File: src/common/asi_pkg.sv
// Package: register map, field layout, phases and state of the serial block
package asi_pkg;

  // Bus widths
  localparam int AW = 18;
  localparam int DW = 32;

  // Register indices; the byte address is four times the index
  localparam logic [15:0] IDX_PRIO  = 16'hff20;
  localparam logic [15:0] IDX_IRQEN = 16'hff23;
  localparam logic [15:0] IDX_CAUSE = 16'hff25;
  localparam logic [15:0] IDX_MODE  = 16'hff48;
  localparam logic [15:0] IDX_CTRL  = 16'hff49;
  localparam logic [15:0] IDX_DATA  = 16'hff4a;

  // Mode register fields
  localparam int PARITY_ON      = 6;
  localparam int PARITY_ODD_SEL = 5;
  localparam int CLK_SRC_LO     = 3;  // clk_src_hi at 4
  localparam int OP_MODE_LO     = 1;  // op_mode_hi at 2
  localparam int SERIAL_PINS_ON = 0;
  localparam int RSV_BIT        = 7;

  // Control and status fields; frame, parity, overrun at 6..4
  localparam int OVERRUN_FLAG = 4;
  localparam int C_RX_GO      = 3;
  localparam int C_RX_ON      = 2;
  localparam int C_TX_GO      = 1;
  localparam int C_TX_ON      = 0;

  // Priority and interrupt fields
  localparam int SERIAL_LEVEL_LO = 4;
  localparam int ERR_IRQ_CAUSE   = 2;
  localparam int Q_REC           = 1;
  localparam int Q_TRA           = 0;

  // Codes and counts
  localparam logic [1:0] CLK_TIMER  = 2'h3;
  localparam logic [1:0] CLK_DIV4   = 2'h2;
  localparam logic [1:0] CLK_DIV8   = 2'h1;
  localparam logic [1:0] CLK_DIV16  = 2'h0;
  localparam logic [3:0] DIV4_LAST  = 4'h3;
  localparam logic [3:0] DIV8_LAST  = 4'h7;
  localparam logic [3:0] DIV16_LAST = 4'hf;
  localparam logic [1:0] OP_ASYNC8  = 2'h3;
  localparam logic [1:0] OP_ASYNC7  = 2'h2;
  localparam logic [3:0] OVS_LAST   = 4'hf;
  localparam logic [3:0] OVS_MID    = 4'h7;
  localparam logic [2:0] BITS8_LAST = 3'h7;
  localparam logic [2:0] BITS7_LAST = 3'h6;
  localparam logic [1:0] RESP_OKAY  = 2'h0;
  localparam logic [1:0] RESP_SLVERR = 2'h2;
  localparam logic [1:0] PINS_OE_SER = 2'h2;
  localparam logic [7:0] REG_RST    = 8'h00;

  typedef enum logic [2:0] {
    PH_IDLE  = 3'b000,
    PH_HUNT  = 3'b001,
    PH_START = 3'b010,
    PH_DATA  = 3'b011,
    PH_PAR   = 3'b100,
    PH_STOP  = 3'b101
  } asi_phase_t;

  typedef struct packed {
    logic [1:0] out;
    logic [1:0] oe;
  } asi_pins_t;

  typedef struct packed {
    logic [7:0]  mode;
    logic [7:0]  prio;
    logic [7:0]  irq_en;
    logic [2:0]  cause;
    logic [2:0]  err;
    logic        rx_en;
    logic        tx_en;
    logic [7:0]  tx_buf;
    logic [7:0]  rx_buf;
    logic        rx_full;
    logic [3:0]  div;
    asi_phase_t  rx_ph;
    logic [3:0]  rx_cnt;
    logic [2:0]  rx_bit;
    logic [7:0]  rx_sh;
    logic        rx_pbit;
    asi_phase_t  tx_ph;
    logic [3:0]  tx_cnt;
    logic [2:0]  tx_bit;
    logic [7:0]  tx_sh;
    logic        tx_pbit;
    logic        txd;
    logic        aw_ok;
    logic [AW-1:0] aw_addr;
    logic        w_ok;
    logic [7:0]  w_data;
    logic        w_lane;
    logic        bvalid;
    logic [1:0]  bresp;
    logic        rvalid;
    logic [7:0]  rdata;
    logic [1:0]  rresp;
  } asi_state_t;

  localparam asi_state_t STATE_RST = '{rx_ph: PH_IDLE, tx_ph: PH_IDLE,
                                       txd: 1'b1, default: '0};

  function automatic logic [AW-1:0] byte_addr(input logic [15:0] idx);
    return {idx, 2'b00};
  endfunction : byte_addr

endpackage : asi_pkg

File: src/hdl/asi_serial.sv
// Async serial interface with AXI4-Lite register slave
//
// Local design decision: the AXI4-Lite slave port.
module asi_serial (
  input  wire logic                  aclk,
  input  wire logic                  aresetn,
  input  wire logic [asi_pkg::AW-1:0] awaddr,
  input  wire logic                  awvalid,
  output wire logic                  awready,
  input  wire logic [asi_pkg::DW-1:0] wdata,
  input  wire logic [3:0]            wstrb,
  input  wire logic                  wvalid,
  output wire logic                  wready,
  output wire logic [1:0]            bresp,
  output wire logic                  bvalid,
  input  wire logic                  bready,
  input  wire logic [asi_pkg::AW-1:0] araddr,
  input  wire logic                  arvalid,
  output wire logic                  arready,
  output wire logic [asi_pkg::DW-1:0] rdata,
  output wire logic [1:0]            rresp,
  output wire logic                  rvalid,
  input  wire logic                  rready,
  input  wire logic                  timer1_tick,
  input  wire logic [1:0]            port_dout,
  input  wire logic [1:0]            port_dir,
  input  wire logic [1:0]            pin_in,
  output asi_pkg::asi_pins_t         pins,
  output wire logic                  irq,
  output wire logic [1:0]            irq_level
);
  import asi_pkg::*;

  asi_state_t s_reg;
  asi_state_t s_next;
  logic [3:0] div_last;
  logic       tick;
  logic       async_md;
  logic       seven;
  logic       par_on;
  logic [2:0] last_bit;
  logic       serial_in_pin;
  logic       wr_go;
  logic       rd_go;
  logic [7:0] wd;
  logic       wr_mode;
  logic       wr_ctrl;
  logic       wr_data;
  logic       wr_prio;
  logic       wr_ien;
  logic       wr_cause;
  logic       rx_trg;
  logic       tx_trg;
  logic       rx_busy;
  logic       tx_busy;
  logic       rx_fin;
  logic       tx_end;
  logic [7:0] rx_val;
  logic [2:0] rx_errs;

  // Address match against one register index
  function automatic logic hit(input logic [AW-1:0] a,
                               input logic [15:0]   idx);
    return a == byte_addr(idx);
  endfunction : hit

  // Any mapped register
  function automatic logic mapped(input logic [AW-1:0] a);
    return hit(a, IDX_PRIO) || hit(a, IDX_IRQEN) || hit(a, IDX_CAUSE) ||
           hit(a, IDX_MODE) || hit(a, IDX_CTRL) || hit(a, IDX_DATA);
  endfunction : mapped

  // Parity bit over 7 or 8 data bits
  function automatic logic par_of(input logic [7:0] d,
                                  input logic       sev,
                                  input logic       odd);
    return (^(sev ? {1'b0, d[6:0]} : d)) ^ odd;
  endfunction : par_of

  // Mode decode and bit clock source
  assign async_md = s_reg.mode[OP_MODE_LO+1];
  assign seven    = s_reg.mode[OP_MODE_LO+:2] == OP_ASYNC7;
  assign par_on   = s_reg.mode[PARITY_ON] && async_md;
  assign last_bit = seven ? BITS7_LAST : BITS8_LAST;
  assign div_last = (s_reg.mode[CLK_SRC_LO+:2] == CLK_DIV4) ? DIV4_LAST :
                    (s_reg.mode[CLK_SRC_LO+:2] == CLK_DIV8) ? DIV8_LAST :
                    DIV16_LAST;
  assign tick = (s_reg.mode[CLK_SRC_LO+:2] == CLK_TIMER) ? timer1_tick :
                (s_reg.div == div_last);

  // Line input, idle high when pins are not claimed
  assign serial_in_pin = s_reg.mode[SERIAL_PINS_ON] ? pin_in[0] : 1'b1;

  // Bus handshakes and register write strobes
  assign awready  = !s_reg.aw_ok;
  assign wready   = !s_reg.w_ok;
  assign arready  = !s_reg.rvalid;
  assign bvalid   = s_reg.bvalid;
  assign bresp    = s_reg.bresp;
  assign rvalid   = s_reg.rvalid;
  assign rresp    = s_reg.rresp;
  assign rdata    = {24'h0, s_reg.rdata};
  assign wr_go    = s_reg.aw_ok && s_reg.w_ok && !s_reg.bvalid;
  assign rd_go    = arvalid && !s_reg.rvalid;
  assign wd       = s_reg.w_data;
  assign wr_mode  = wr_go && s_reg.w_lane && hit(s_reg.aw_addr, IDX_MODE);
  assign wr_ctrl  = wr_go && s_reg.w_lane && hit(s_reg.aw_addr, IDX_CTRL);
  assign wr_data  = wr_go && s_reg.w_lane && hit(s_reg.aw_addr, IDX_DATA);
  assign wr_prio  = wr_go && s_reg.w_lane && hit(s_reg.aw_addr, IDX_PRIO);
  assign wr_ien   = wr_go && s_reg.w_lane && hit(s_reg.aw_addr, IDX_IRQEN);
  assign wr_cause = wr_go && s_reg.w_lane && hit(s_reg.aw_addr, IDX_CAUSE);

  // Start requests need the direction enabled and an async mode
  assign rx_trg = wr_ctrl && wd[C_RX_GO] && s_reg.rx_en && async_md;
  assign tx_trg = wr_ctrl && wd[C_TX_GO] && s_reg.tx_en && async_md;
  assign rx_busy = s_reg.rx_ph != PH_IDLE;
  assign tx_busy = s_reg.tx_ph != PH_IDLE;
  assign rx_fin  = s_reg.rx_ph == PH_STOP && tick && s_reg.rx_cnt == OVS_LAST;
  assign tx_end  = tick && s_reg.tx_cnt == OVS_LAST;

  // Next state of the whole block
  always_comb begin
    s_next  = s_reg;
    rx_val  = seven ? {1'b0, s_reg.rx_sh[7:1]} : s_reg.rx_sh;
    rx_errs = {!serial_in_pin,
               par_on && (s_reg.rx_pbit !=
                          par_of(rx_val, seven, s_reg.mode[PARITY_ODD_SEL])),
               s_reg.rx_full};
    s_next.div = (s_reg.div == div_last) ? '0 : s_reg.div + 4'h1;

    // Write address and data taken in either order
    if (awvalid && !s_reg.aw_ok) begin
      s_next.aw_ok   = 1'b1;
      s_next.aw_addr = awaddr;
    end
    if (wvalid && !s_reg.w_ok) begin
      s_next.w_ok   = 1'b1;
      s_next.w_data = wdata[7:0];
      s_next.w_lane = wstrb[0];
    end
    if (wr_go) begin
      s_next.aw_ok  = 1'b0;
      s_next.w_ok   = 1'b0;
      s_next.bvalid = 1'b1;
      s_next.bresp  = mapped(s_reg.aw_addr) ? RESP_OKAY : RESP_SLVERR;
    end
    if (s_reg.bvalid && bready) begin
      s_next.bvalid = 1'b0;
    end

    // Register writes; clears come first so hardware sets win
    if (wr_mode) begin
      s_next.mode = {1'b0, wd[RSV_BIT-1:0]};
    end
    if (wr_prio) begin
      s_next.prio = wd;
    end
    if (wr_ien) begin
      s_next.irq_en = wd;
    end
    if (wr_data) begin
      s_next.tx_buf = wd;
    end
    if (wr_ctrl) begin
      s_next.rx_en = wd[C_RX_ON];
      s_next.tx_en = wd[C_TX_ON];
      s_next.err   = s_reg.err & ~wd[OVERRUN_FLAG+:3];
    end
    if (wr_cause) begin
      s_next.cause = s_reg.cause & ~wd[Q_TRA+:3];
    end

    // Register reads
    if (rd_go) begin
      s_next.rvalid = 1'b1;
      s_next.rresp  = mapped(araddr) ? RESP_OKAY : RESP_SLVERR;
      s_next.rdata  = REG_RST;
      if (hit(araddr, IDX_MODE)) begin
        s_next.rdata = s_reg.mode;
      end
      if (hit(araddr, IDX_CTRL)) begin
        s_next.rdata = {1'b0, s_reg.err, rx_busy, s_reg.rx_en,
                        tx_busy, s_reg.tx_en};
      end
      if (hit(araddr, IDX_DATA)) begin
        s_next.rdata   = s_reg.rx_buf;
        s_next.rx_full = 1'b0;
      end
      if (hit(araddr, IDX_PRIO)) begin
        s_next.rdata = s_reg.prio;
      end
      if (hit(araddr, IDX_IRQEN)) begin
        s_next.rdata = s_reg.irq_en;
      end
      if (hit(araddr, IDX_CAUSE)) begin
        s_next.rdata = {5'h0, s_reg.cause};
      end
    end else if (s_reg.rvalid && rready) begin
      s_next.rvalid = 1'b0;
    end

    // Receiver: hunt start edge, sample mid-bit, LSB first
    if (tick && rx_busy) begin
      s_next.rx_cnt = s_reg.rx_cnt + 4'h1;
    end
    unique case (s_reg.rx_ph)
      PH_IDLE: begin
        if (rx_trg) begin
          s_next.rx_ph = PH_HUNT;
        end
      end
      PH_HUNT: begin
        if (tick && !serial_in_pin) begin
          s_next.rx_ph  = PH_START;
          s_next.rx_cnt = '0;
        end
      end
      PH_START: begin
        if (tick && s_reg.rx_cnt == OVS_MID) begin
          s_next.rx_cnt = '0;
          s_next.rx_bit = '0;
          s_next.rx_ph  = serial_in_pin ? PH_HUNT : PH_DATA;
        end
      end
      PH_DATA: begin
        if (tick && s_reg.rx_cnt == OVS_LAST) begin
          s_next.rx_sh  = {serial_in_pin, s_reg.rx_sh[7:1]};
          s_next.rx_bit = s_reg.rx_bit + 3'h1;
          if (s_reg.rx_bit == last_bit) begin
            s_next.rx_ph = par_on ? PH_PAR : PH_STOP;
          end
        end
      end
      PH_PAR: begin
        if (tick && s_reg.rx_cnt == OVS_LAST) begin
          s_next.rx_pbit = serial_in_pin;
          s_next.rx_ph   = PH_STOP;
        end
      end
      PH_STOP: begin
        if (rx_fin) begin
          s_next.rx_ph        = PH_IDLE;
          s_next.rx_buf       = rx_val;
          s_next.rx_full      = 1'b1;
          s_next.err          = s_next.err | rx_errs;
          s_next.cause[Q_REC] = 1'b1;
          if (|rx_errs) begin
            s_next.cause[ERR_IRQ_CAUSE] = 1'b1;
          end
        end
      end
      default: begin
        s_next.rx_ph = PH_IDLE;
      end
    endcase
    if (!s_reg.rx_en) begin
      s_next.rx_ph = PH_IDLE;
    end

    // Transmitter: 16 ticks per bit, line idles high
    if (tick && tx_busy) begin
      s_next.tx_cnt = s_reg.tx_cnt + 4'h1;
    end
    unique case (s_reg.tx_ph)
      PH_IDLE: begin
        if (tx_trg) begin
          s_next.tx_ph   = PH_START;
          s_next.tx_cnt  = '0;
          s_next.tx_sh   = s_reg.tx_buf;
          s_next.tx_pbit = par_of(s_reg.tx_buf, seven,
                                  s_reg.mode[PARITY_ODD_SEL]);
          s_next.txd     = 1'b0;
        end
      end
      PH_START: begin
        if (tx_end) begin
          s_next.tx_ph  = PH_DATA;
          s_next.tx_bit = '0;
          s_next.txd    = s_reg.tx_sh[0];
        end
      end
      PH_DATA: begin
        if (tx_end && s_reg.tx_bit == last_bit) begin
          s_next.tx_ph = par_on ? PH_PAR : PH_STOP;
          s_next.txd   = par_on ? s_reg.tx_pbit : 1'b1;
        end else if (tx_end) begin
          s_next.tx_bit = s_reg.tx_bit + 3'h1;
          s_next.tx_sh  = {1'b0, s_reg.tx_sh[7:1]};
          s_next.txd    = s_reg.tx_sh[1];
        end
      end
      PH_PAR: begin
        if (tx_end) begin
          s_next.tx_ph = PH_STOP;
          s_next.txd   = 1'b1;
        end
      end
      PH_STOP: begin
        if (tx_end) begin
          s_next.tx_ph        = PH_IDLE;
          s_next.cause[Q_TRA] = 1'b1;
        end
      end
      default: begin
        s_next.tx_ph = PH_IDLE;
        s_next.txd   = 1'b1;
      end
    endcase
    if (!s_reg.tx_en) begin
      s_next.tx_ph = PH_IDLE;
      s_next.txd   = 1'b1;
    end
  end

  // State register, synchronous reset
  always_ff @(posedge aclk) begin
    if (!aresetn) begin
      s_reg <= STATE_RST;
    end else begin
      s_reg <= s_next;
    end
  end

  // Pin takeover, interrupt request and level
  assign pins.oe  = s_reg.mode[SERIAL_PINS_ON] ? PINS_OE_SER : port_dir;
  assign pins.out = s_reg.mode[SERIAL_PINS_ON] ? {s_reg.txd, 1'b0} :
                    port_dout;
  assign irq = |(s_reg.cause & s_reg.irq_en[Q_TRA+:3]);
  assign irq_level = s_reg.prio[SERIAL_LEVEL_LO+:2];
endmodule : asi_serial

File: config.mk
export PLATFORM = sky130hd
export DESIGN_NAME = asi_serial
export DESIGN_NICKNAME = d
export VERILOG_FILES = /design/src/common/asi_pkg.sv /design/src/hdl/asi_serial.sv
export SDC_FILE = /design/constraint.sdc
export NUM_CORES = 1
export LEC_CHECK = 0
export BUFFER_PORTS_ARGS = -buffer_cell sky130_fd_sc_hd__buf_4
export CORE_MARGIN = 2
export CORE_UTILIZATION = 44
export CTS_CLUSTER_SIZE = 16
export DETAILED_ROUTE_END_ITERATION = 16
export GPL_ROUTABILITY_DRIVEN = 0
export MAX_ROUTING_LAYER = met4
export PLACE_DENSITY = 0.73
export SLEW_MARGIN = 25
export SYNTH_ARGS = -nofsm -noshare
export SYNTH_HDL_FRONTEND = slang
export SYNTH_SLANG_ARGS = --single-unit
File: constraint.sdc
create_clock -name aclk -period 3.1 [get_ports aclk]
set_input_delay 0.93 -clock aclk [delete_from_list [all_inputs] [get_ports aclk]]
set_output_delay 0.93 -clock aclk [all_outputs]
set_load 0.1 [all_outputs]
==> results.yml <==
timing:
  finalCritPeriodShare: 0.851
  finalSetupViolations: 0
  tightest_slew_ns: 0.729
  layout_setup_ws_ns: 0.463
  relSlewSlack: 0.513
  fin_crit_ns: 2.64
  setup_tns_ns: 0
  finalClockSkew_ns: 0.00951
  fmax_mhz: 379
  final_hold_viol_count: 0
  slew_viol_final: 0
  rsz0062_at_grt: "false"
place:
  numPortBuffers: 79
  dpl_cell_area_mm2: 0.00725
  dpl.hpwl_um: 12000
  pre_cts_slack_ns: 0.0471
route:
  ant_nets: 0
  wl_um: 16900
  drt_iter0_drc: 531
  vias: 5794
  post_drt_wl_per_cell_um: 15.9
  drc: 0
  drtPass1Iterations: 5
  avgViaCountPerCell: 5.44
global_routing:
  grt_max_degree: 105
  overflow: 0
  met2_usage: 0.344
  track_usage: 0.219
  met1_usage: 0.277
  grt_pass1_vias: 5286
  grt-busiest-layer: "met2"
  use_met3: 0.0565
  grt_pass1_wl_um: 27100
  antenna_found_initial: 0
cells_and_area:
  fin_area_mm2: 0.00788
  nets: 963
  drive_above_1_share: 0.168
  largest_reg_flops: 108
  multi_input_area_mm2: 0.00361
  syn_to_final_growth_pct: 18.5
  nFillCells: 1383
  antenna_cells: 0
  seqCellArea_mm2: 0.00264
yosys:
  synth_top_area_cell: "dfxtp_1"
  ys_seq_area_frac: 0.397
  synthMostInstantiatedCell: "dfxtp_1"
  async_flop_share: 0
  yosys.area.top_type_share: 0.397
  yosysWarnings: 0
  synthDistinctLibCells: 71
  syn_area_mm2: 0.00665
  syn_inst: 810
  netlist_top_cells_count: "132 x dfxtp_1, 111 x nand2_1, 110 x nor2_1"
  synth_edf_count: 0
  avgSynthCellArea_um2: 8.21
  synthTopCellsByArea: "dfxtp_1 40%, mux2i_1 6.6%, nand2_1 6.3%, nor2_1 6.2%, a21oi_1 4.9%"
  ys_ff_latch: 132
  synth_ff_type: "dfxtp_1"
clocking:
  cts.clk_slew.worst_paths_ns: 0.06
  cts_resized: 0
  ctsLongestPathBuffers: 2
  h-tree-depth: 4
  cts_tree: "yes"
  cts-root-buf: "clkbuf_16"
  cts_setup_buffers: 0
  clock_latency_ns: 0.43
  ctsHoldBuffers: 0
  cts_sinks: 132
  numCtsBuffers: 17
die:
  die-area_mm2: 0.0161
  placementRows: 44
  core_mm2: 0.0146
  die_h_um: 127
  ioPinCount: 134
  die_w_um: 127
  initial_utilization: 0.454
setup_path:
  crit_fanout: 7
  end_kind: "register"
  criticalPathCategory: "input pin to register"
  crit_required_ns: 3.39
  start_kind: "input pin"
  worstPathArrival_ns: 2.92
pwr:
  p_per_area_mw_per_mm2: 556
  ir_drop_mv: 0.468
  leakagePower_uw: 0.00321
  total_power_uw: 4380
min_path:
  worstHoldPathType: "register to register"
flow_run:
  maxCapViolCount: 0
status:
  status: "complete, no violations"
[report_power, final]
part	switching, uW	internal, uW
logic	352	112
registers	37.9	1730
clock network	757	1390
total	1150	3230
[routing by layer]
metal | share of wire | routed length, um
met5 | 0 | 0
met4 | 0.021 | 356
met3 | 0.063 | 1080
met2 | 0.47 | 7910
met1 | 0.45 | 7610
[cell type report]
class,instances,area share
Multi-Input combinational cell,612,0.458
Sequential cell,132,0.335
Timing Repair Buffer,93,0.0902
Clock buffer,20,0.0580
Tap cell,184,0.0292
Clock inverter,11,0.0222
Inverter,14,0.00667
[critical path, stage by stage]
cell and delay [ns]:
buf_4 0.11, or4_4 0.54, or4_4 0.58, or2_4 0.29
or3_1 0.31, nand3_1 0.09, a31oi_1 0.07
[logic make-up (layout without fill, tap and decap cells)]
group	Yosys count	count (layout)	share of synthesized area
simple gates	347	347	0.250
compound gates	154	154	0.149
flops	132	132	0.397
buf+inv	91	138	0.0749
mux	49	49	0.0747
xor+xnor	29	29	0.0403
fa+ha+maj	7	7	0.0132
other cells	1	26	0.000564
[final timing paths]
kind,from,endpoint,slack [ns],depth (start not counted)
worst max-delay path,araddr[9],rdata[1]$_SDFFE_PN0P_,0.46,7
worst min-delay path,s_reg[82]$_SDFF_PP0_,s_reg[82]$_SDFF_PP0_,0.45,1
worst max register to register,s_reg[130]$_SDFFE_PN0P_,s_reg[88]$_SDFFE_PN0P_,0.48,9
worst min register to register,s_reg[82]$_SDFF_PP0_,s_reg[82]$_SDFF_PP0_,0.45,1
[per-stage QoR]
| stage | std cells | util | hold slack [ns] |
|---|---|---|---|
| CTS | 1066 | 0.538 | 0.450 |
| finish | 1066 | 0.538 | 0.446 |
| global route | 1066 | 0.538 | 0.462 |
| global placement | 1035 | 0.495 | 0.435 |
| detailed placement | 1035 | 0.495 | 0.440 |
| floorplan | 835 | - | 0.418 |
[placed cells by master (no fill, tap or decap), drive strengths merged, types with 8 or more instances in the layout]
| master | n |
|---|---|
| and3 | 9 |
| a211oi | 14 |
| conb | 26 |
| xor2 | 10 |
| buf | 93 |
| a311oi | 8 |
| nor2 | 111 |
| nand2 | 111 |
| clkbuf | 20 |
| a21oi | 65 |
| nand2b | 9 |
| inv | 16 |
| dfxtp | 132 |
| nand4 | 9 |
| nand3 | 22 |
| mux2i | 44 |
| o21ai | 19 |
| nor3 | 13 |
| xnor2 | 18 |
| a22oi | 8 |
| nor2b | 16 |
(Power assumes the default switching activity.)
